--- src/pkg/wdr_pkg.sv ---
package wdr_pkg;

    // ------------------------------------------------------------------
    // Register indices; the AXI4-Lite byte address is four times the index
    // ------------------------------------------------------------------
    localparam logic [15:0] WDR_CONTROL_ADDR   = 16'hffae;
    localparam logic [15:0] WDR_COUNT_ADDR     = 16'hffb0;
    localparam logic [15:0] WDR_INT_STAT_ADDR  = 16'hffb4;
    localparam logic [15:0] WDR_INT_EN_ADDR    = 16'hffb8;
    localparam logic [15:0] WDR_INT_CLR_ADDR   = 16'hffbc;
    localparam logic [15:0] WDR_CMD_ADDR       = 16'hffc0;

    // ------------------------------------------------------------------
    // Control register fields
    // ------------------------------------------------------------------
    localparam int WDR_PRESCALE_BIT  = 0;
    localparam int WDR_WDOG_FLAG_BIT = 1;
    localparam int WDR_SW_FLAG_BIT   = 2;
    localparam int WDR_SHORT_BIT     = 3;
    localparam int WDR_LONG_BIT      = 4;
    localparam int WDR_PON_BIT       = 5;
    localparam int WDR_RELOAD_LSB    = 8;

    localparam logic [7:0]  WDR_RELOAD_RESET = 8'h00;
    localparam logic [15:0] WDR_COUNT_RESET  = 16'h0000;

    // Prescale divide counts
    localparam int WDR_DIV_SLOW = 128;
    localparam int WDR_DIV_FAST = 2;
    localparam logic [6:0] WDR_DIV_SLOW_LAST = 7'(WDR_DIV_SLOW - 1);
    localparam logic [6:0] WDR_DIV_FAST_LAST = 7'(WDR_DIV_FAST - 1);

    // Interrupt status bit positions
    localparam int WDR_IRQ_OVERFLOW = 0;
    localparam int WDR_IRQ_FAULT    = 1;
    localparam int WDR_IRQ_BITS     = 2;

    // Command register bits (stand-in for the protected instructions)
    localparam int WDR_CMD_SERVICE = 0;
    localparam int WDR_CMD_DISABLE = 1;
    localparam int WDR_CMD_END_OF_INIT_INSTRUCTION   = 2;
    localparam int WDR_CMD_SWRESET = 3;
    localparam logic [15:0] WDR_CMD_KEY = 16'ha55a;

    typedef struct packed {
        logic long_rst;
        logic short_rst;
        logic power_on;
        logic bootstrap;
    } wdr_hw_reset_type;

    typedef enum logic [2:0] {
        WDR_ST_IDLE  = 3'b001,
        WDR_ST_WRESP = 3'b010,
        WDR_ST_RRESP = 3'b100
    } wdr_bus_state_type;

endpackage

--- src/design/wdr_watchdog.sv ---
// How it works
// - Count ticks at clock/2 when prescale_select is 0, clock/128 when 1.
// - Overflow sets watchdog_reset_flag; hardware reset or service clears it.
// - Software reset sets software_reset_flag; end-of-init clears it.
// - Reset input sets the short hardware flag, and the long one for long, power-on or promoted resets; end-of-init clears both.
// - Power-on flag set from reset input only with power-on detection.
// - Several flags may be set together; end-of-init clears all but the watchdog flag.
// - After software, hardware or watchdog reset: enabled, count from zero, clock/2.
// - Disable honoured only before the first end-of-init or service.
// - Counting continues during idle mode unless disabled.
// - Overflow past FFFF triggers internal reset and drives reset-out low.
// - Watchdog reset waits for a bus cycle that may finish, else aborts it.
// - Hardware reset into bootstrap loading leaves the watchdog disabled.
// - Service clears low byte, loads high byte from reload field, clears flag.
// - Malformed service enters the protection fault trap instead.
// - Flags per reset source follow the fixed source-to-flag table.
// - Bidirectional reset with input still low promotes the reset to long.
// - Timeout equals 2^16 minus reload times 256 prescaled ticks.
`timescale 1ns/1ps
module wdr_watchdog
    import wdr_pkg::*;
(
    input  wire logic                 i_clk,
    input  wire logic                 i_reset_n,
    input  wire wdr_hw_reset_type     i_hw_reset,
    input  wire logic                 i_bidir_enable,
    input  wire logic                 i_reset_pin_n,
    input  wire logic                 i_idle,
    input  wire logic                 i_bus_busy,
    input  wire logic                 i_bus_may_finish,
    input  wire logic [31:0]          i_awaddr,
    input  wire logic                 i_awvalid,
    output logic                      o_awready,
    input  wire logic [31:0]          i_wdata,
    input  wire logic [3:0]           i_wstrb,
    input  wire logic                 i_wvalid,
    output logic                      o_wready,
    output logic [1:0]                o_bresp,
    output logic                      o_bvalid,
    input  wire logic                 i_bready,
    input  wire logic [31:0]          i_araddr,
    input  wire logic                 i_arvalid,
    output logic                      o_arready,
    output logic [31:0]               o_rdata,
    output logic [1:0]                o_rresp,
    output logic                      o_rvalid,
    input  wire logic                 i_rready,
    output logic                      o_reset_out_n,
    output logic                      o_internal_reset,
    output logic                      o_bus_abort,
    output logic                      o_protection_trap,
    output logic                      o_irq
);

    // ------------------------------------------------------------------
    // Pin synchronisers
    // ------------------------------------------------------------------
    logic [1:0] pin_sync_q;
    logic       pin_low;

    always_ff @(posedge i_clk)
    begin
        if (!i_reset_n)
            pin_sync_q <= 2'b11;
        else
            pin_sync_q <= {pin_sync_q[0], i_reset_pin_n};
    end
    assign pin_low = !pin_sync_q[1];

    // ------------------------------------------------------------------
    // AXI4-Lite slave
    // ------------------------------------------------------------------
    wdr_bus_state_type bus_q;
    logic [31:0]       awaddr_q;
    logic [31:0]       wdata_q;
    logic [3:0]        wstrb_q;
    logic              aw_have_q, w_have_q;
    logic              wr_fire, rd_fire;
    logic [15:0]       control_q;
    logic [15:0]       count_q;
    logic [WDR_IRQ_BITS-1:0] stat_q;
    logic [WDR_IRQ_BITS-1:0] en_q;

    function automatic logic hit(input logic [31:0] a, input logic [15:0] r);
        hit = (a[31:18] == 14'h0) && (a[17:2] == r);
    endfunction

    assign o_awready = (bus_q == WDR_ST_IDLE) && !aw_have_q;
    assign o_wready  = (bus_q == WDR_ST_IDLE) && !w_have_q;
    assign o_arready = (bus_q == WDR_ST_IDLE) && !aw_have_q && !w_have_q && !i_awvalid && !i_wvalid;
    assign o_bvalid  = (bus_q == WDR_ST_WRESP);
    assign o_rvalid  = (bus_q == WDR_ST_RRESP);
    assign wr_fire   = (bus_q == WDR_ST_IDLE) && aw_have_q && w_have_q;
    assign rd_fire   = i_arvalid && o_arready;

    always_ff @(posedge i_clk)
    begin
        if (!i_reset_n)
        begin
            bus_q     <= WDR_ST_IDLE;
            aw_have_q <= 1'b0;
            w_have_q  <= 1'b0;
            awaddr_q  <= 32'h0000_0000;
            wdata_q   <= 32'h0000_0000;
            wstrb_q   <= 4'h0;
            o_bresp   <= 2'b00;
            o_rresp   <= 2'b00;
            o_rdata   <= 32'h0000_0000;
        end
        else
        begin
            if (i_awvalid && o_awready)
            begin
                awaddr_q  <= i_awaddr;
                aw_have_q <= 1'b1;
            end
            if (i_wvalid && o_wready)
            begin
                wdata_q  <= i_wdata;
                wstrb_q  <= i_wstrb;
                w_have_q <= 1'b1;
            end
            unique case (bus_q)
                WDR_ST_IDLE:
                begin
                    if (wr_fire)
                    begin
                        aw_have_q <= 1'b0;
                        w_have_q  <= 1'b0;
                        bus_q     <= WDR_ST_WRESP;
                        o_bresp   <= (hit(awaddr_q, WDR_CONTROL_ADDR) || hit(awaddr_q, WDR_COUNT_ADDR)
                                      || hit(awaddr_q, WDR_INT_EN_ADDR) || hit(awaddr_q, WDR_INT_CLR_ADDR)
                                      || hit(awaddr_q, WDR_CMD_ADDR) || hit(awaddr_q, WDR_INT_STAT_ADDR))
                                     ? 2'b00 : 2'b10;
                    end
                    else if (rd_fire)
                    begin
                        bus_q   <= WDR_ST_RRESP;
                        o_rresp <= 2'b00;
                        if (hit(i_araddr, WDR_CONTROL_ADDR))
                            o_rdata <= {16'h0000, control_q};
                        else if (hit(i_araddr, WDR_COUNT_ADDR))
                            o_rdata <= {16'h0000, count_q};
                        else if (hit(i_araddr, WDR_INT_STAT_ADDR))
                            o_rdata <= {30'h0, stat_q};
                        else if (hit(i_araddr, WDR_INT_EN_ADDR))
                            o_rdata <= {30'h0, en_q};
                        else if (hit(i_araddr, WDR_INT_CLR_ADDR) || hit(i_araddr, WDR_CMD_ADDR))
                            o_rdata <= 32'h0000_0000;
                        else
                        begin
                            o_rdata <= 32'h0000_0000;
                            o_rresp <= 2'b10;
                        end
                    end
                end
                WDR_ST_WRESP:
                    if (i_bready)
                        bus_q <= WDR_ST_IDLE;
                WDR_ST_RRESP:
                    if (i_rready)
                        bus_q <= WDR_ST_IDLE;
            endcase
        end
    end

    // Write decode; register data uses the low half-word lanes, commands need all four lanes with the key in the high half-word
    logic wr_ctrl, wr_cmd, wr_en, wr_clr, key_ok;
    logic do_service, do_disable, do_end_of_init_instruction, do_swreset, bad_service;

    assign wr_ctrl     = wr_fire && hit(awaddr_q, WDR_CONTROL_ADDR);
    assign wr_cmd      = wr_fire && hit(awaddr_q, WDR_CMD_ADDR) && (wstrb_q == 4'hf);
    assign wr_en       = wr_fire && hit(awaddr_q, WDR_INT_EN_ADDR) && wstrb_q[0];
    assign wr_clr      = wr_fire && hit(awaddr_q, WDR_INT_CLR_ADDR) && wstrb_q[0];
    assign key_ok      = (wdata_q[31:16] == WDR_CMD_KEY);
    assign do_service  = wr_cmd && key_ok && wdata_q[WDR_CMD_SERVICE];
    assign bad_service = wr_cmd && !key_ok && wdata_q[WDR_CMD_SERVICE];
    assign do_disable  = wr_cmd && key_ok && wdata_q[WDR_CMD_DISABLE];
    assign do_end_of_init_instruction    = wr_cmd && key_ok && wdata_q[WDR_CMD_END_OF_INIT_INSTRUCTION];
    assign do_swreset  = wr_cmd && key_ok && wdata_q[WDR_CMD_SWRESET];

    // ------------------------------------------------------------------
    // Prescaler and counter
    // ------------------------------------------------------------------
    logic [6:0] div_q;
    logic       tick, enabled_q, init_open_q, overflow, wd_pending_q, wd_reset, hw_any;

    assign hw_any = i_hw_reset.long_rst || i_hw_reset.short_rst || i_hw_reset.power_on;
    assign tick   = (div_q == (control_q[WDR_PRESCALE_BIT] ? WDR_DIV_SLOW_LAST : WDR_DIV_FAST_LAST));
    assign overflow = enabled_q && tick && (count_q == 16'hffff) && !do_service;

    always_ff @(posedge i_clk)
    begin
        if (!i_reset_n || tick || do_service)
            div_q <= 7'h00;
        else
            div_q <= div_q + 7'h01;
    end

    // Count runs regardless of idle: idle only stops the processor
    always_ff @(posedge i_clk)
    begin
        if (!i_reset_n || hw_any || do_swreset || wd_reset)
            count_q <= WDR_COUNT_RESET;
        else if (do_service)
            count_q <= {control_q[15:WDR_RELOAD_LSB], 8'h00};
        else if (enabled_q && tick)
            count_q <= count_q + 16'h0001;
    end

    always_ff @(posedge i_clk)
    begin
        if (!i_reset_n)
        begin
            enabled_q   <= 1'b1;
            init_open_q <= 1'b1;
        end
        else if (hw_any || do_swreset || wd_reset)
        begin
            enabled_q   <= !(hw_any && i_hw_reset.bootstrap);
            init_open_q <= 1'b1;
        end
        else
        begin
            if (do_disable && init_open_q)
                enabled_q <= 1'b0;
            if (do_end_of_init_instruction || do_service)
                init_open_q <= 1'b0;
        end
    end

    // Overflow holds off the internal reset while a finishable bus cycle runs
    assign wd_reset    = (overflow || wd_pending_q) && !(i_bus_busy && i_bus_may_finish);
    assign o_bus_abort = wd_reset && i_bus_busy;

    always_ff @(posedge i_clk)
    begin
        if (!i_reset_n || wd_reset)
            wd_pending_q <= 1'b0;
        else if (overflow)
            wd_pending_q <= 1'b1;
    end

    always_ff @(posedge i_clk)
    begin
        if (!i_reset_n)
        begin
            o_internal_reset  <= 1'b0;
            o_reset_out_n     <= 1'b1;
            o_protection_trap <= 1'b0;
        end
        else
        begin
            o_internal_reset  <= wd_reset || do_swreset;
            o_reset_out_n     <= !wd_reset;
            o_protection_trap <= bad_service;
        end
    end

    // ------------------------------------------------------------------
    // Control register and reset flags
    // ------------------------------------------------------------------
    logic promote;
    assign promote = i_bidir_enable && pin_low;

    always_ff @(posedge i_clk)
    begin
        if (!i_reset_n)
            control_q <= {WDR_RELOAD_RESET, 8'h00};
        else
        begin
            if (wr_ctrl && wstrb_q[1])
                control_q[15:8] <= wdata_q[15:8];
            // Flags are writable too; set events below win over the write
            if (wr_ctrl && wstrb_q[0])
                control_q[5:0] <= wdata_q[5:0];
            if (do_end_of_init_instruction)
                control_q[5:2] <= 4'h0;
            if (do_service)
                control_q[WDR_WDOG_FLAG_BIT] <= 1'b0;
            if (hw_any || do_swreset || wd_reset)
                control_q[WDR_PRESCALE_BIT] <= 1'b0;
            if (hw_any)
            begin
                control_q[WDR_WDOG_FLAG_BIT] <= 1'b0;
                control_q[WDR_SW_FLAG_BIT]   <= 1'b1;
                control_q[WDR_SHORT_BIT]     <= 1'b1;
                if (i_hw_reset.long_rst || i_hw_reset.power_on || promote)
                    control_q[WDR_LONG_BIT] <= 1'b1;
                if (i_hw_reset.power_on)
                    control_q[WDR_PON_BIT] <= 1'b1;
            end
            if (do_swreset || wd_reset)
            begin
                control_q[WDR_SW_FLAG_BIT] <= 1'b1;
                if (promote)
                begin
                    control_q[WDR_SHORT_BIT] <= 1'b1;
                    control_q[WDR_LONG_BIT]  <= 1'b1;
                end
            end
            if (wd_reset)
                control_q[WDR_WDOG_FLAG_BIT] <= 1'b1;
        end
    end

    // ------------------------------------------------------------------
    // Interrupts
    // ------------------------------------------------------------------
    always_ff @(posedge i_clk)
    begin
        if (!i_reset_n)
            en_q <= '0;
        else if (wr_en)
            en_q <= wdata_q[WDR_IRQ_BITS-1:0];
    end

    // Set wins over a clear in the same cycle
    always_ff @(posedge i_clk)
    begin
        if (!i_reset_n)
            stat_q <= '0;
        else
        begin
            for (int k = 0; k < WDR_IRQ_BITS; k++)
                if (wr_clr && wdata_q[k])
                    stat_q[k] <= 1'b0;
            if (overflow)
                stat_q[WDR_IRQ_OVERFLOW] <= 1'b1;
            if (bad_service)
                stat_q[WDR_IRQ_FAULT] <= 1'b1;
        end
    end
    assign o_irq = |(stat_q & en_q);
endmodule

--- config.mk ---
export PLATFORM = sky130hd
export DESIGN_NAME = wdr_watchdog
export DESIGN_NICKNAME = d
export VERILOG_FILES = /design/src/pkg/wdr_pkg.sv /design/src/design/wdr_watchdog.sv
export SDC_FILE = /design/constraint.sdc
export NUM_CORES = 1
export LEC_CHECK = 0
export BUFFER_PORTS_ARGS = -buffer_cell sky130_fd_sc_hd__buf_2
export CORE_ASPECT_RATIO = 1.25
export CORE_UTILIZATION = 45
export DETAILED_ROUTE_END_ITERATION = 16
export GPL_ROUTABILITY_DRIVEN = 0
export PLACE_DENSITY = 0.7
export SYNTH_ARGS = -nofsm -noshare
export SYNTH_HDL_FRONTEND = slang
export SYNTH_SLANG_ARGS = --single-unit
--- constraint.sdc ---
create_clock -name i_clk -period 5.4 [get_ports i_clk]
set_clock_uncertainty 0.15 [all_clocks]
set_input_delay 0.81 -clock i_clk [delete_from_list [all_inputs] [get_ports i_clk]]
set_output_delay 0.81 -clock i_clk [all_outputs]
set_load 0.02 [all_outputs]
### Yosys cells after proc, flatten, opt, wreduce, memory -nomap -nowiden

Cells that the tools add are included.

| storage, ports and cells | value |
|---|---|
| register bits | 158 |
| output and inout bits | 46 |

| operators by class | value |
|---|---|
| bitwise gates (word level) | 3 |
| reductions and logical operators | 95 |
| eq/ne operators | 22 |
| multiplexer cells | 39 |
| add/sub/neg operators | 2 |

Operator list:

| operator | count |
|---|---|
| 16-bit == test (second input constant) | 14 |
| 16-bit 2-to-1 mux | 4 |
| 1-bit logical AND | 49 |
| 14-bit logical NOT | 2 |
| 1-bit logical OR | 21 |
| 2-bit 2-to-1 mux | 9 |
| 16-bit by 1-bit adder with 16-bit output (second input constant) | 1 |
| 1-bit 2-to-1 mux | 16 |
| 3-bit 2-to-1 mux | 5 |
| 1-bit logical NOT | 11 |
| 3-bit case mux with 3 select lines | 1 |
| 2-bit nonzero test | 4 |
| 4-bit nonzero test | 2 |
| 7-bit by 1-bit adder with 7-bit output (second input constant) | 1 |
| 7-bit == test | 1 |
| 7-bit 2-to-1 mux | 1 |
| 6-bit 2-to-1 mux | 1 |
| 3-bit AND reduction | 2 |
| 2-bit OR reduction | 3 |
| 5-bit 2-to-1 mux | 1 |
| 4-bit == test (second input constant) | 1 |
| 4-bit 2-to-1 mux | 1 |
| 2-bit by 1-bit inequality test with 1-bit output (second input constant) | 2 |
| 3-bit by 1-bit == test with 1-bit output (second input constant) | 1 |
| 6 further kinds | 7 |

### Logic depth before layout (Yosys ltp)

Gate-level depths: netlist of the first run.

| logic depth | value |
|---|---|
| depth after elaboration | 13 |
| gate-level depth with buffers | 9 |
| depth with buffers taken out | 6 |

### Worst setup path after synthesis of the first run

No wires, ideal clock.

| path | value |
|---|---|
| path kind | reg2out |
| start point | register control_q[0] |
| end point | output o_bus_abort |
| cell stages (with the launch flop) | 5 |
| arrival | 2.087 ns |
| setup slack | 2.353 ns |
| cells stage by stage | dfxtp_1 > or4_4 > a221oi_4 > a31oi_1 > nor3b_1 |

| on the way | value |
|---|---|
| longest elaborated chain between the ends | 8 |

RTL lines:

| item | line | source |
|---|---|---|
| start, declared | wdr_watchdog.sv:79 | `logic [15:0] control_q;` |
| start signal, assigned | wdr_watchdog.sv:269 | `control_q <= {WDR_RELOAD_RESET, 8'h00};` |
| start signal, assigned | wdr_watchdog.sv:276 | `control_q[5:0] <= wdata_q[5:0];` |
| 7-bit 2-to-1 mux | wdr_watchdog.sv:189 | `assign tick = (div_q == (control_q[WDR_PRESCALE_BIT] ? WDR_DIV_SLOW_LAST : WDR_DIV_FAST_LAST));` |
| 7-bit == test | wdr_watchdog.sv:189 |  |
| 1-bit logical AND (3 in a row) | wdr_watchdog.sv:190 | `assign overflow = enabled_q && tick && (count_q == 16'hffff) && !do_service;` |
| 1-bit logical OR | wdr_watchdog.sv:233 | `assign wd_reset = (overflow \|\| wd_pending_q) && !(i_bus_busy && i_bus_may_finish);` |
| 1-bit logical AND | wdr_watchdog.sv:233 |  |
| 1-bit logical AND | wdr_watchdog.sv:234 | `assign o_bus_abort = wd_reset && i_bus_busy;` |
| end, declared | wdr_watchdog.sv:50 | `output logic o_bus_abort,` |

No other way between the ends.

### Final worst setup path of the first run

| path | value |
|---|---|
| start point | register wdata_q[27] |
| end point | output o_bus_abort |

| on the way | value |
|---|---|
| longest elaborated chain between the ends | 8 |

RTL lines:

| item | line | source |
|---|---|---|
| start, declared | wdr_watchdog.sv:75 | `logic [31:0] wdata_q;` |
| start signal, assigned | wdr_watchdog.sv:119 | `wdata_q <= i_wdata;` |
| 16-bit == test | wdr_watchdog.sv:175 | `assign key_ok = (wdata_q[31:16] == WDR_CMD_KEY);` |
| 1-bit logical AND (2 in a row) | wdr_watchdog.sv:176 | `assign do_service = wr_cmd && key_ok && wdata_q[WDR_CMD_SERVICE];` |
| 1-bit logical NOT | wdr_watchdog.sv:190 |  |
| 1-bit logical AND | wdr_watchdog.sv:190 |  |
| 1-bit logical OR | wdr_watchdog.sv:233 |  |
| 1-bit logical AND | wdr_watchdog.sv:233 |  |
| 1-bit logical AND | wdr_watchdog.sv:234 |  |

No other way between the ends.

==> results of run 1 <==
-- sequential cells by signal (all words and copies together), names as in the netlist, 2 cells and up --
name and cells:
stat_q 2, en_q 2, div_q 7, awaddr_q 30, wdata_q 30, bus_q 3, count_q 16, control_q 14
o_rdata 16, pin_sync_q 2, wstrb_q 4
-- layout make-up --
cell class	instances	area (um^2)	share of cell area
Clock inverter	11	194	0.0256
Sequential cell	136	2720	0.360
Tap cell	171	214	0.0283
Multi-Input combinational cell	529	3240	0.428
Clock buffer	20	467	0.0617
Inverter	10	37.5	0.00496
Timing Repair Buffer	138	696	0.0919
-- logic make-up after synthesis --
logic type	share of synthesized area
flops	0.436
xor+xnor	0.0281
other cells	0.000601
compound gates	0.157
fa+ha+maj	0.00401
simple gates	0.287
mux	0.0313
buf+inv	0.0556
-- worst paths after layout --
kind | startpoint | to | slack, ns | cells past startpoint
worst min-delay path | pin_sync_q[0]$_SDFF_PN1_ | pin_sync_q[1]$_SDFF_PN1_ | 0.27 | 1
worst min register to register | pin_sync_q[0]$_SDFF_PN1_ | pin_sync_q[1]$_SDFF_PN1_ | 0.27 | 1
worst max register to register | wdata_q[27]$_SDFFE_PN0P_ | init_open_q$_SDFFE_PP1P_ | 2.14 | 6
worst max-delay path | wdata_q[27]$_SDFFE_PN0P_ | o_bus_abort | 1.40 | 6
-- cells in the mapped netlist (4+ instances only) --
master	n	area share
nand2_1	153	0.092
dfxtp_1	136	0.44
a21boi_0	67	0.081
nor2_1	48	0.029
clkbuf_1	30	0.018
buf_4	20	0.024
o21ai_0	20	0.016
nor2b_1	16	0.016
a221oi_1	15	0.021
mux2i_1	15	0.024
nand3_1	15	0.012
xnor2_1	14	0.020
nor3_1	13	0.010
nand4_1	12	0.012
inv_1	10	0.0060
nor4_1	9	0.0090
a21oi_1	7	0.0056
buf_2	7	0.0056
nand2b_1	6	0.0060
nand4b_1	6	0.0084
nor3b_1	6	0.0072
xor2_1	6	0.0084
a211oi_1	5	0.0060
and3_1	5	0.0050
and4_1	5	0.0070
a211oi_2	4	0.0080
a31oi_1	4	0.0040
and2_1	4	0.0040
mux2_2	4	0.0072
nor3_2	4	0.0064
or4_1	4	0.0048
-- power groups by stage --
stage | clock network (mW) | logic (mW) | registers, mW
global route | 1.34 | 0.451 | 1.17
detailed placement | 0 | 0.400 | 1.18
finish | 1.28 | 0.395 | 1.15
floorplan | 0 | 0.294 | 1.17
CTS | 1.30 | 0.401 | 1.15
global placement | 0 | 0.393 | 1.17
-- metrics by stage --
step	worst slack, ns	hold slack (ns)	std cells
after floorplan	2.35	0.236	733
after global placement	1.89	0.241	984
after detailed placement	1.84	0.257	984
after CTS	1.37	0.272	1015
after global routing	1.19	0.278	1015
final	1.40	0.270	1015
-- layer usage --
layer | track usage | share of wire | up-vias
li1 | - | - | 2690
met4 | 0.0906 | 0.022 | 4
met2 | 0.351 | 0.48 | 126
met3 | 0.0656 | 0.055 | 25
met5 | 0 | 0.0016 | -
met1 | 0.255 | 0.44 | 2394
==> metrics, run 1 <==
Port-buffer cells=approximately 140; worst min path class=reg2reg; Net Switching=about 0.74 mW; Core Footprint=0.0134 mm^2; Final Core Density=0.564; Post-synth EDFFs=0; vias in the first global route=around 5000; critical-path cell list=or4b_1, nor4_4, nand4_2, a31oi_1, nor3b_1, buf_2; TritonCTS buffer count=17; status=complete, no violations; largest net degree at the start of global routing=82; CP Capture Type=output port; clock buffer depth=2; total iterations of the first detailed-routing run=5; Crit Path Class=reg2out; placed cell area=just under 0.007 mm^2; RSZ-0062 raised after global routing=false; Die Y=around 130 um; share of layout cells above drive strength 1=0.241; Critical Path Start Type=flop; Fmax=approximately 250 MHz; Final Setup Violations=0; n_diodes=0; Top FF cell, synth=dfxtp_1; Critical Path Fanout Max=16; Tcrit/Tclk final=0.741; area grow syn2layout=21.3%; Largest stage delay, worst path=0.57 ns; initial antenna violation count=2; required time of the worst setup path=approximately 4.4 ns; GRT Overall Usage=0.213; Max-slew headroom=0.290; # H-tree levels=4; family with the most delay on the worst path=simple AND/OR/NAND/NOR gates; cell leakage power=around 3.1 nW; clock slew at reported path FFs=about 0.060 ns; Initial Util=0.465; combinational share of power=0.140; CTS root buffer=clkbuf_16; critical path's slowest cell=or4b_1; clock tree sinks=approximately 140; die area=~0.014 mm^2; Post-CTS Resized=0; Worst-Margin Slew=1.07 ns; most frequent cells in the layout=153 x nand2_1, 136 x dfxtp_1, 136 x buf_2; Routed Antenna Nets=0; Post-Syn Area=~0.0062 mm^2; Worst Path Buf+Inv=1; synthesized flop and latch total=approximately 140; Setup Fix Bufs, Post-CTS=0; CP arrival=between 3 and 4 ns; setup TNS=0 ns; GRT overflow=0; Final Critical Period=between 3 and 4 ns; cell row count=47; 1st-iter DRT viols=~190; post-DP HPWL=between 10000 and 15000 um; cell internal pwr=roughly 2.1 mW; I/O pins=162; Die Span X=107 um; hold_buf cts=0; CTS tree=yes; Async S/R FF share, synth=0; clock latency on the worst-skew pair=0.42 ns; Seq/Total Area, Yosys=0.436; Wirelength per Cell=roughly 14 um; Max VDD drop=about 0.18 mV; Gate Count Post-Synth=716; DR vias/cell=between 5 and 6; proportion of power drawn by flip-flops and latches=0.408; final hold viol count=0; Synth warnings=0; synthesized area per cell=between 8 and 9 um^2; routed wire length=about 14000 um; clock share of power=0.453; pwr dens=374 mW/mm^2; max-slew violation count=0; first-pass GRT wire length=23900 um; Vias=5239; switch share=0.261; Fillers=approximately 1300; synth unique cells=65; most common cell after layout, fill and taps aside=nand2_1; DRC viols=0; Pwr Total=2.83 mW; max_cap viols=0; final instance area=between 0.007 and 0.008 mm^2; fin nets=950
Note: power is estimated with default switching activity, not from simulation.
==> run 2: changes to the inputs <==
--- a/config.mk
+++ b/config.mk
@@ -10,7 +10,7 @@
 export CORE_UTILIZATION = 45
 export DETAILED_ROUTE_END_ITERATION = 16
 export GPL_ROUTABILITY_DRIVEN = 0
-export PLACE_DENSITY = 0.7
+export PLACE_DENSITY = 0.72
 export SYNTH_ARGS = -nofsm -noshare
 export SYNTH_HDL_FRONTEND = slang
 export SYNTH_SLANG_ARGS = --single-unit
==> constraint.sdc (replaced) <==
create_clock -name i_clk -period 3.3 [get_ports i_clk]
set_clock_uncertainty 0.15 [all_clocks]
set_input_delay 0.495 -clock i_clk [delete_from_list [all_inputs] [get_ports i_clk]]
set_output_delay 0.495 -clock i_clk [all_outputs]
set_load 0.02 [all_outputs]
==> run 2 against run 1 <==
Combinational power is 70% higher; power increased by 53%; clock power rose by 39%; utilization about the same; final cell count grew 1.2%; worst setup slack lost 1.2 ns; critical endpoint unchanged.
==> metrics, run 2 (synthesis results as in run 1) <==
Fillers=approximately 1300; Final Core Density=0.565; worst min path class=in2reg; Core Footprint=around 0.013 mm^2; pwr dens=~570 mW/mm^2; DR vias/cell=about 5.2; Die Span X=between 100 and 150 um; cell leakage power=roughly 3.1 nW; Final Critical Period=a little over 3 ns; placed cells=995; GRT Overall Usage=0.211; setup TNS=0 ns; worst hold path depth=2; final instance area=~0.0076 mm^2; n_diodes=0; required time of the worst setup path=2.65 ns; CTS root buffer=clkbuf_16; FF/Latch Area=0.00272 mm^2; DP Worst Slack=approximately 0.58 ns; fin nets=~960; R2R depth=8; Die Y=134 um; min-delay src=i_reset_pin_n; clock slew at reported path FFs=0.06 ns; first-pass GRT wire length=23900 um; share of layout cells above drive strength 1=0.251; max_cap viols=0; CP Capture Type=output port; most common cell after layout, fill and taps aside=nand2_1; I/O pins=about 160; Cell Count, Final, Fillers Out=a little over 1000; Max VDD drop=slightly below 0.3 mV; routed wire length=roughly 14000 um; Hold EP=pin_sync_q[0]$_SDFF_PN1_; Pwr Total=between 4 and 5 mW; Final Setup Violations=0; CP arrival=roughly 2.4 ns; Setup Fix Bufs, Post-CTS=0; die area=around 0.014 mm^2; most frequent cells in the layout=153 x nand2_1, 136 x dfxtp_1, 136 x buf_2; Worst-Margin Slew=approximately 0.93 ns; 1st-iter DRT viols=between 150 and 200; final worst setup slack=0.222 ns; final hold viol count=0; largest net degree at the start of global routing=just under 90; max-slew violation count=0; total iterations of the first detailed-routing run=4; Initial Util=0.465; area grow syn2layout=21.4%; cell row count=47; multi-input logic area=approximately 0.0032 mm^2; # H-tree levels=4; status=complete, no violations; Port-buffer cells=136; largest registers=awaddr_q (30), wdata_q (30); Critical Path Fanout Max=5; R2R Path End=count_q[8]$_SDFFE_PP0P_; Reg2Reg Setup Slack=a little over 0.6 ns; Vias=5314; Tcrit/Tclk final=0.933; post-DP HPWL=roughly 10000 um; CTS tree=yes; Routed Antenna Nets=0; Crit Path Class=reg2out; clock tree sinks=136; Critical Path Start Type=flop; DRC viols=0; vias in the first global route=between 5000 and 6000; Fmax=approximately 320 MHz; Hold WS=between 0.1 and 0.15 ns; Max-slew headroom=0.377; worst r2r src=wdata_q[16]$_SDFFE_PN0P_; initial antenna violation count=0; clock buffer depth=2; GRT overflow=0; RSZ-0062 raised after global routing=false; clock latency on the worst-skew pair=around 0.42 ns; Wirelength per Cell=14.0 um; placed cell area=approximately 0.0070 mm^2; TritonCTS buffer count=17
-- run 2: cell types whose count changed in the layout (fill, tap and decap cells not counted) --
cell and delta:
clkbuf_8 -2, a31oi_1 -1, clkinvlp_4 +1, clkinv_2 +1, buf_4 +10, bufinv_16 -4
clkbuf_1 +1, clkinv_4 +2, a31oi_2 +1, buf_12 +1, inv_6 +2
-- run 2: routing by layer --
layer  routed length (um)  vias to the layer above  track usage  share of wire
met5                    0                        -            0              0
met4                  286                        0       0.0868          0.020
met3                  555                       27       0.0431          0.039
met2                 7260                      133        0.367           0.50
met1                 6300                     2448        0.252           0.44
li1                     -                     2706            -              -
-- run 2: final cells by class --
| type | instances | share of cell area |
|---|---|---|
| Inverter | 10 | 0.00496 |
| Clock buffer | 19 | 0.0585 |
| Tap cell | 171 | 0.0283 |
| Clock inverter | 13 | 0.0160 |
| Multi-Input combinational cell | 529 | 0.428 |
| Timing Repair Buffer | 149 | 0.104 |
| Sequential cell | 136 | 0.360 |
-- run 2: worst max-delay path by stage --
stage / from / end / slack [ns] / cells after the start
finish: wdata_q[16]$_SDFFE_PN0P_ / o_bus_abort / 0.22 / 6
global route: wdata_q[16]$_SDFFE_PN0P_ / o_bus_abort / 0.05 / 6
CTS: wdata_q[27]$_SDFFE_PN0P_ / o_bus_abort / 0.13 / 6
detailed placement: i_araddr[21] / o_rdata[6]$_SDFFE_PN0P_ / 0.58 / 8
global placement: wdata_q[27]$_SDFFE_PN0P_ / o_bus_abort / 0.58 / 6
floorplan: control_q[0]$_SDFFE_PP0N_ / o_bus_abort / 0.57 / 4
-- run 2: worst max-delay path, stage by stage, from the launching register on --
cell and delay (ns):
dfxtp_1 0.31, or4b_1 0.57, nor4_4 0.43, nand4_2 0.21, a31oi_2 0.27, nor3b_1 0.08, buf_2 0.16
-- run 2: report_power, final --
part           internal (mW)  leakage [nW]  total (mW)  switching, mW
sequential              1.79          1.11        1.88         0.0952
clock                   1.06         0.274        1.78          0.717
combinational          0.252          1.69       0.670          0.417
-- run 2: timing repair --
action | 4_1_cts | 5_1_grt
setup endpoints to repair | 0 | 1
gates resized for setup | 0 | 1
hold buffers | 0 | 0
==> run 3: changes to the inputs <==
--- a/config.mk
+++ b/config.mk
@@ -7,10 +7,11 @@
 export LEC_CHECK = 0
 export BUFFER_PORTS_ARGS = -buffer_cell sky130_fd_sc_hd__buf_2
 export CORE_ASPECT_RATIO = 1.25
-export CORE_UTILIZATION = 45
+export CORE_UTILIZATION = 48
 export DETAILED_ROUTE_END_ITERATION = 16
 export GPL_ROUTABILITY_DRIVEN = 0
-export PLACE_DENSITY = 0.72
+export PLACE_DENSITY = 0.76
+export SLEW_MARGIN = 20
 export SYNTH_ARGS = -nofsm -noshare
 export SYNTH_HDL_FRONTEND = slang
 export SYNTH_SLANG_ARGS = --single-unit
==> run 3 against run 2 <==
Global-route usage up 0.095 points; sequential cell count unchanged; clock power is 7% higher; final area increased by 0.36%; maximum frequency is 0.61% lower; highest routed layer unchanged; worst setup slack got worse by 0.019 ns; largest cell class unchanged; clock-buffer cell count shrank 1; critical endpoint unchanged.
==> metrics, run 3 (synthesis results as in run 1) <==
clock slew at reported path FFs=~0.06 ns; clock tree sinks=about 140; combinational share of power=0.149; worst r2r src=wdata_q[27]$_SDFFE_PN0P_; clock share of power=0.428; Final Critical Period=between 3 and 4 ns; status=complete, no violations; CTS tree=yes; total iterations of the first detailed-routing run=4; pwr dens=586 mW/mm^2; Crit Path Class=reg2out; DP Worst Slack=0.545 ns; Die Y=129 um; Critical Path Start Type=flop; required time of the worst setup path=2.65 ns; proportion of power drawn by flip-flops and latches=0.423; hold_buf cts=0; share of layout cells above drive strength 1=0.251; max_cap viols=0; max-slew violation count=0; Final Setup Violations=0; Net Switching=~1.3 mW; Core Footprint=between 0.01 and 0.015 mm^2; CP Capture Type=output port; cell internal pwr=approximately 3.2 mW; cell row count=46; worst min path class=in2reg; final instance area=between 0.007 and 0.008 mm^2; placed cell area=approximately 0.007 mm^2; Port-buffer cells=approximately 140; R2R Path End=div_q[5]$_SDFF_PP0_; placed cells=between 900 and 1000; final hold viol count=0; clock latency on the worst-skew pair=between 0.4 and 0.5 ns; R2R depth=7; Post-CTS Resized=0; Critical Path Start=wdata_q[27]$_SDFFE_PN0P_; Routed Antenna Nets=0; Wirelength per Cell=13.9 um; largest net degree at the start of global routing=slightly below 90; Hold WS=0.106 ns; first-pass GRT wire length=between 20000 and 25000 um; Tcrit/Tclk final=0.938; I/O pins=about 160; Cell Count, Final, Fillers Out=just over 1000; initial antenna violation count=0; setup TNS=0 ns; clock buffer depth=2; GRT Overall Usage=0.212; critical path's slowest cell=or4b_1; critical-path cell list=or4b_1, nor4_4, nand4_2, a31oi_2, nor3b_1, buf_2; DR vias/cell=approximately 5.2; Setup Fix Bufs, Post-CTS=0; Largest stage delay, worst path=around 0.58 ns; Critical Path End=o_bus_abort; TritonCTS buffer count=17; DRC viols=0; # H-tree levels=4; Max VDD drop=between 0.3 and 0.4 mV; largest registers=awaddr_q (30), wdata_q (30); die area=~0.013 mm^2; Max-slew headroom=0.377; GRT overflow=0; area grow syn2layout=21.8%; n_diodes=0; switch share=0.283; worst hold path depth=2; Worst-Margin Slew=~0.93 ns; Vias=around 5300; Fillers=between 1000 and 1500; RSZ-0062 raised after global routing=false; Die Span X=104 um; CTS root buffer=clkbuf_16; most frequent cells in the layout=153 x nand2_1, 136 x dfxtp_1, 136 x buf_2; CP arrival=approximately 2.5 ns; Critical Path Fanout Max=5; post-DP HPWL=roughly 10000 um; Final Core Density=0.600; vias in the first global route=between 4000 and 5000; Fmax=around 320 MHz; fin nets=960; 1st-iter DRT viols=about 240; routed wire length=~14000 um; most common cell after layout, fill and taps aside=nand2_1; cell leakage power=~3.1 nW; final worst setup slack=0.203 ns; Reg2Reg Setup Slack=between 0.6 and 0.7 ns; Pwr Total=approximately 4.5 mW; Initial Util=0.493
==> run 3: final cells by class <==
type	count	area [um^2]	share of cell area
multi-input combinational	529	3240	0.427
sequential	136	2720	0.358
timing repair buffer	148	783	0.103
clock buffer	18	439	0.0578
tap	168	210	0.0277
clock inverter	14	164	0.0216
inverter	10	37.5	0.00494
==> run 3: how the worst min path moves through the flow <==
stage | start | to | slack (ns)
finish | i_reset_pin_n | pin_sync_q[0]$_SDFF_PN1_ | 0.11
floorplan | pin_sync_q[0]$_SDFF_PN1_ | pin_sync_q[1]$_SDFF_PN1_ | 0.24
global route | i_reset_pin_n | pin_sync_q[0]$_SDFF_PN1_ | 0.11
CTS | i_reset_pin_n | pin_sync_q[0]$_SDFF_PN1_ | 0.09
global placement | pin_sync_q[0]$_SDFF_PN1_ | pin_sync_q[1]$_SDFF_PN1_ | 0.24
detailed placement | pin_sync_q[0]$_SDFF_PN1_ | pin_sync_q[1]$_SDFF_PN1_ | 0.25
==> run 3: power by group through the flow <==
| stage | Clock (mW) | Combinational, mW | Sequential (mW) |
|---|---|---|---|
| 3_3_place_gp | 0 | 0.661 | 1.92 |
| 4_1_cts | 1.93 | 0.675 | 1.88 |
| 5_1_grt | 2.01 | 0.750 | 1.90 |
| 2_1_floorplan | 0 | 0.480 | 1.91 |
| 6_report | 1.91 | 0.666 | 1.88 |
| 3_5_place_dp | 0 | 0.670 | 1.92 |
==> run 3: routing by layer <==
layer / vias up / GRT usage / part of all wire
met4: 0 / 0.0706 / 0.0075
met3: 8 / 0.0578 / 0.045
li1: 2716 / - / -
met1: 2458 / 0.252 / 0.43
met5: - / 0 / 0
met2: 99 / 0.373 / 0.52
==> run 3: worst max-delay path: cells and delay by family, from the launching register on <==
family	cells	cell delay [ns]
compound gates	1	0.29
flops	1	0.30
simple gates	4	1.29
buf+inv	1	0.16
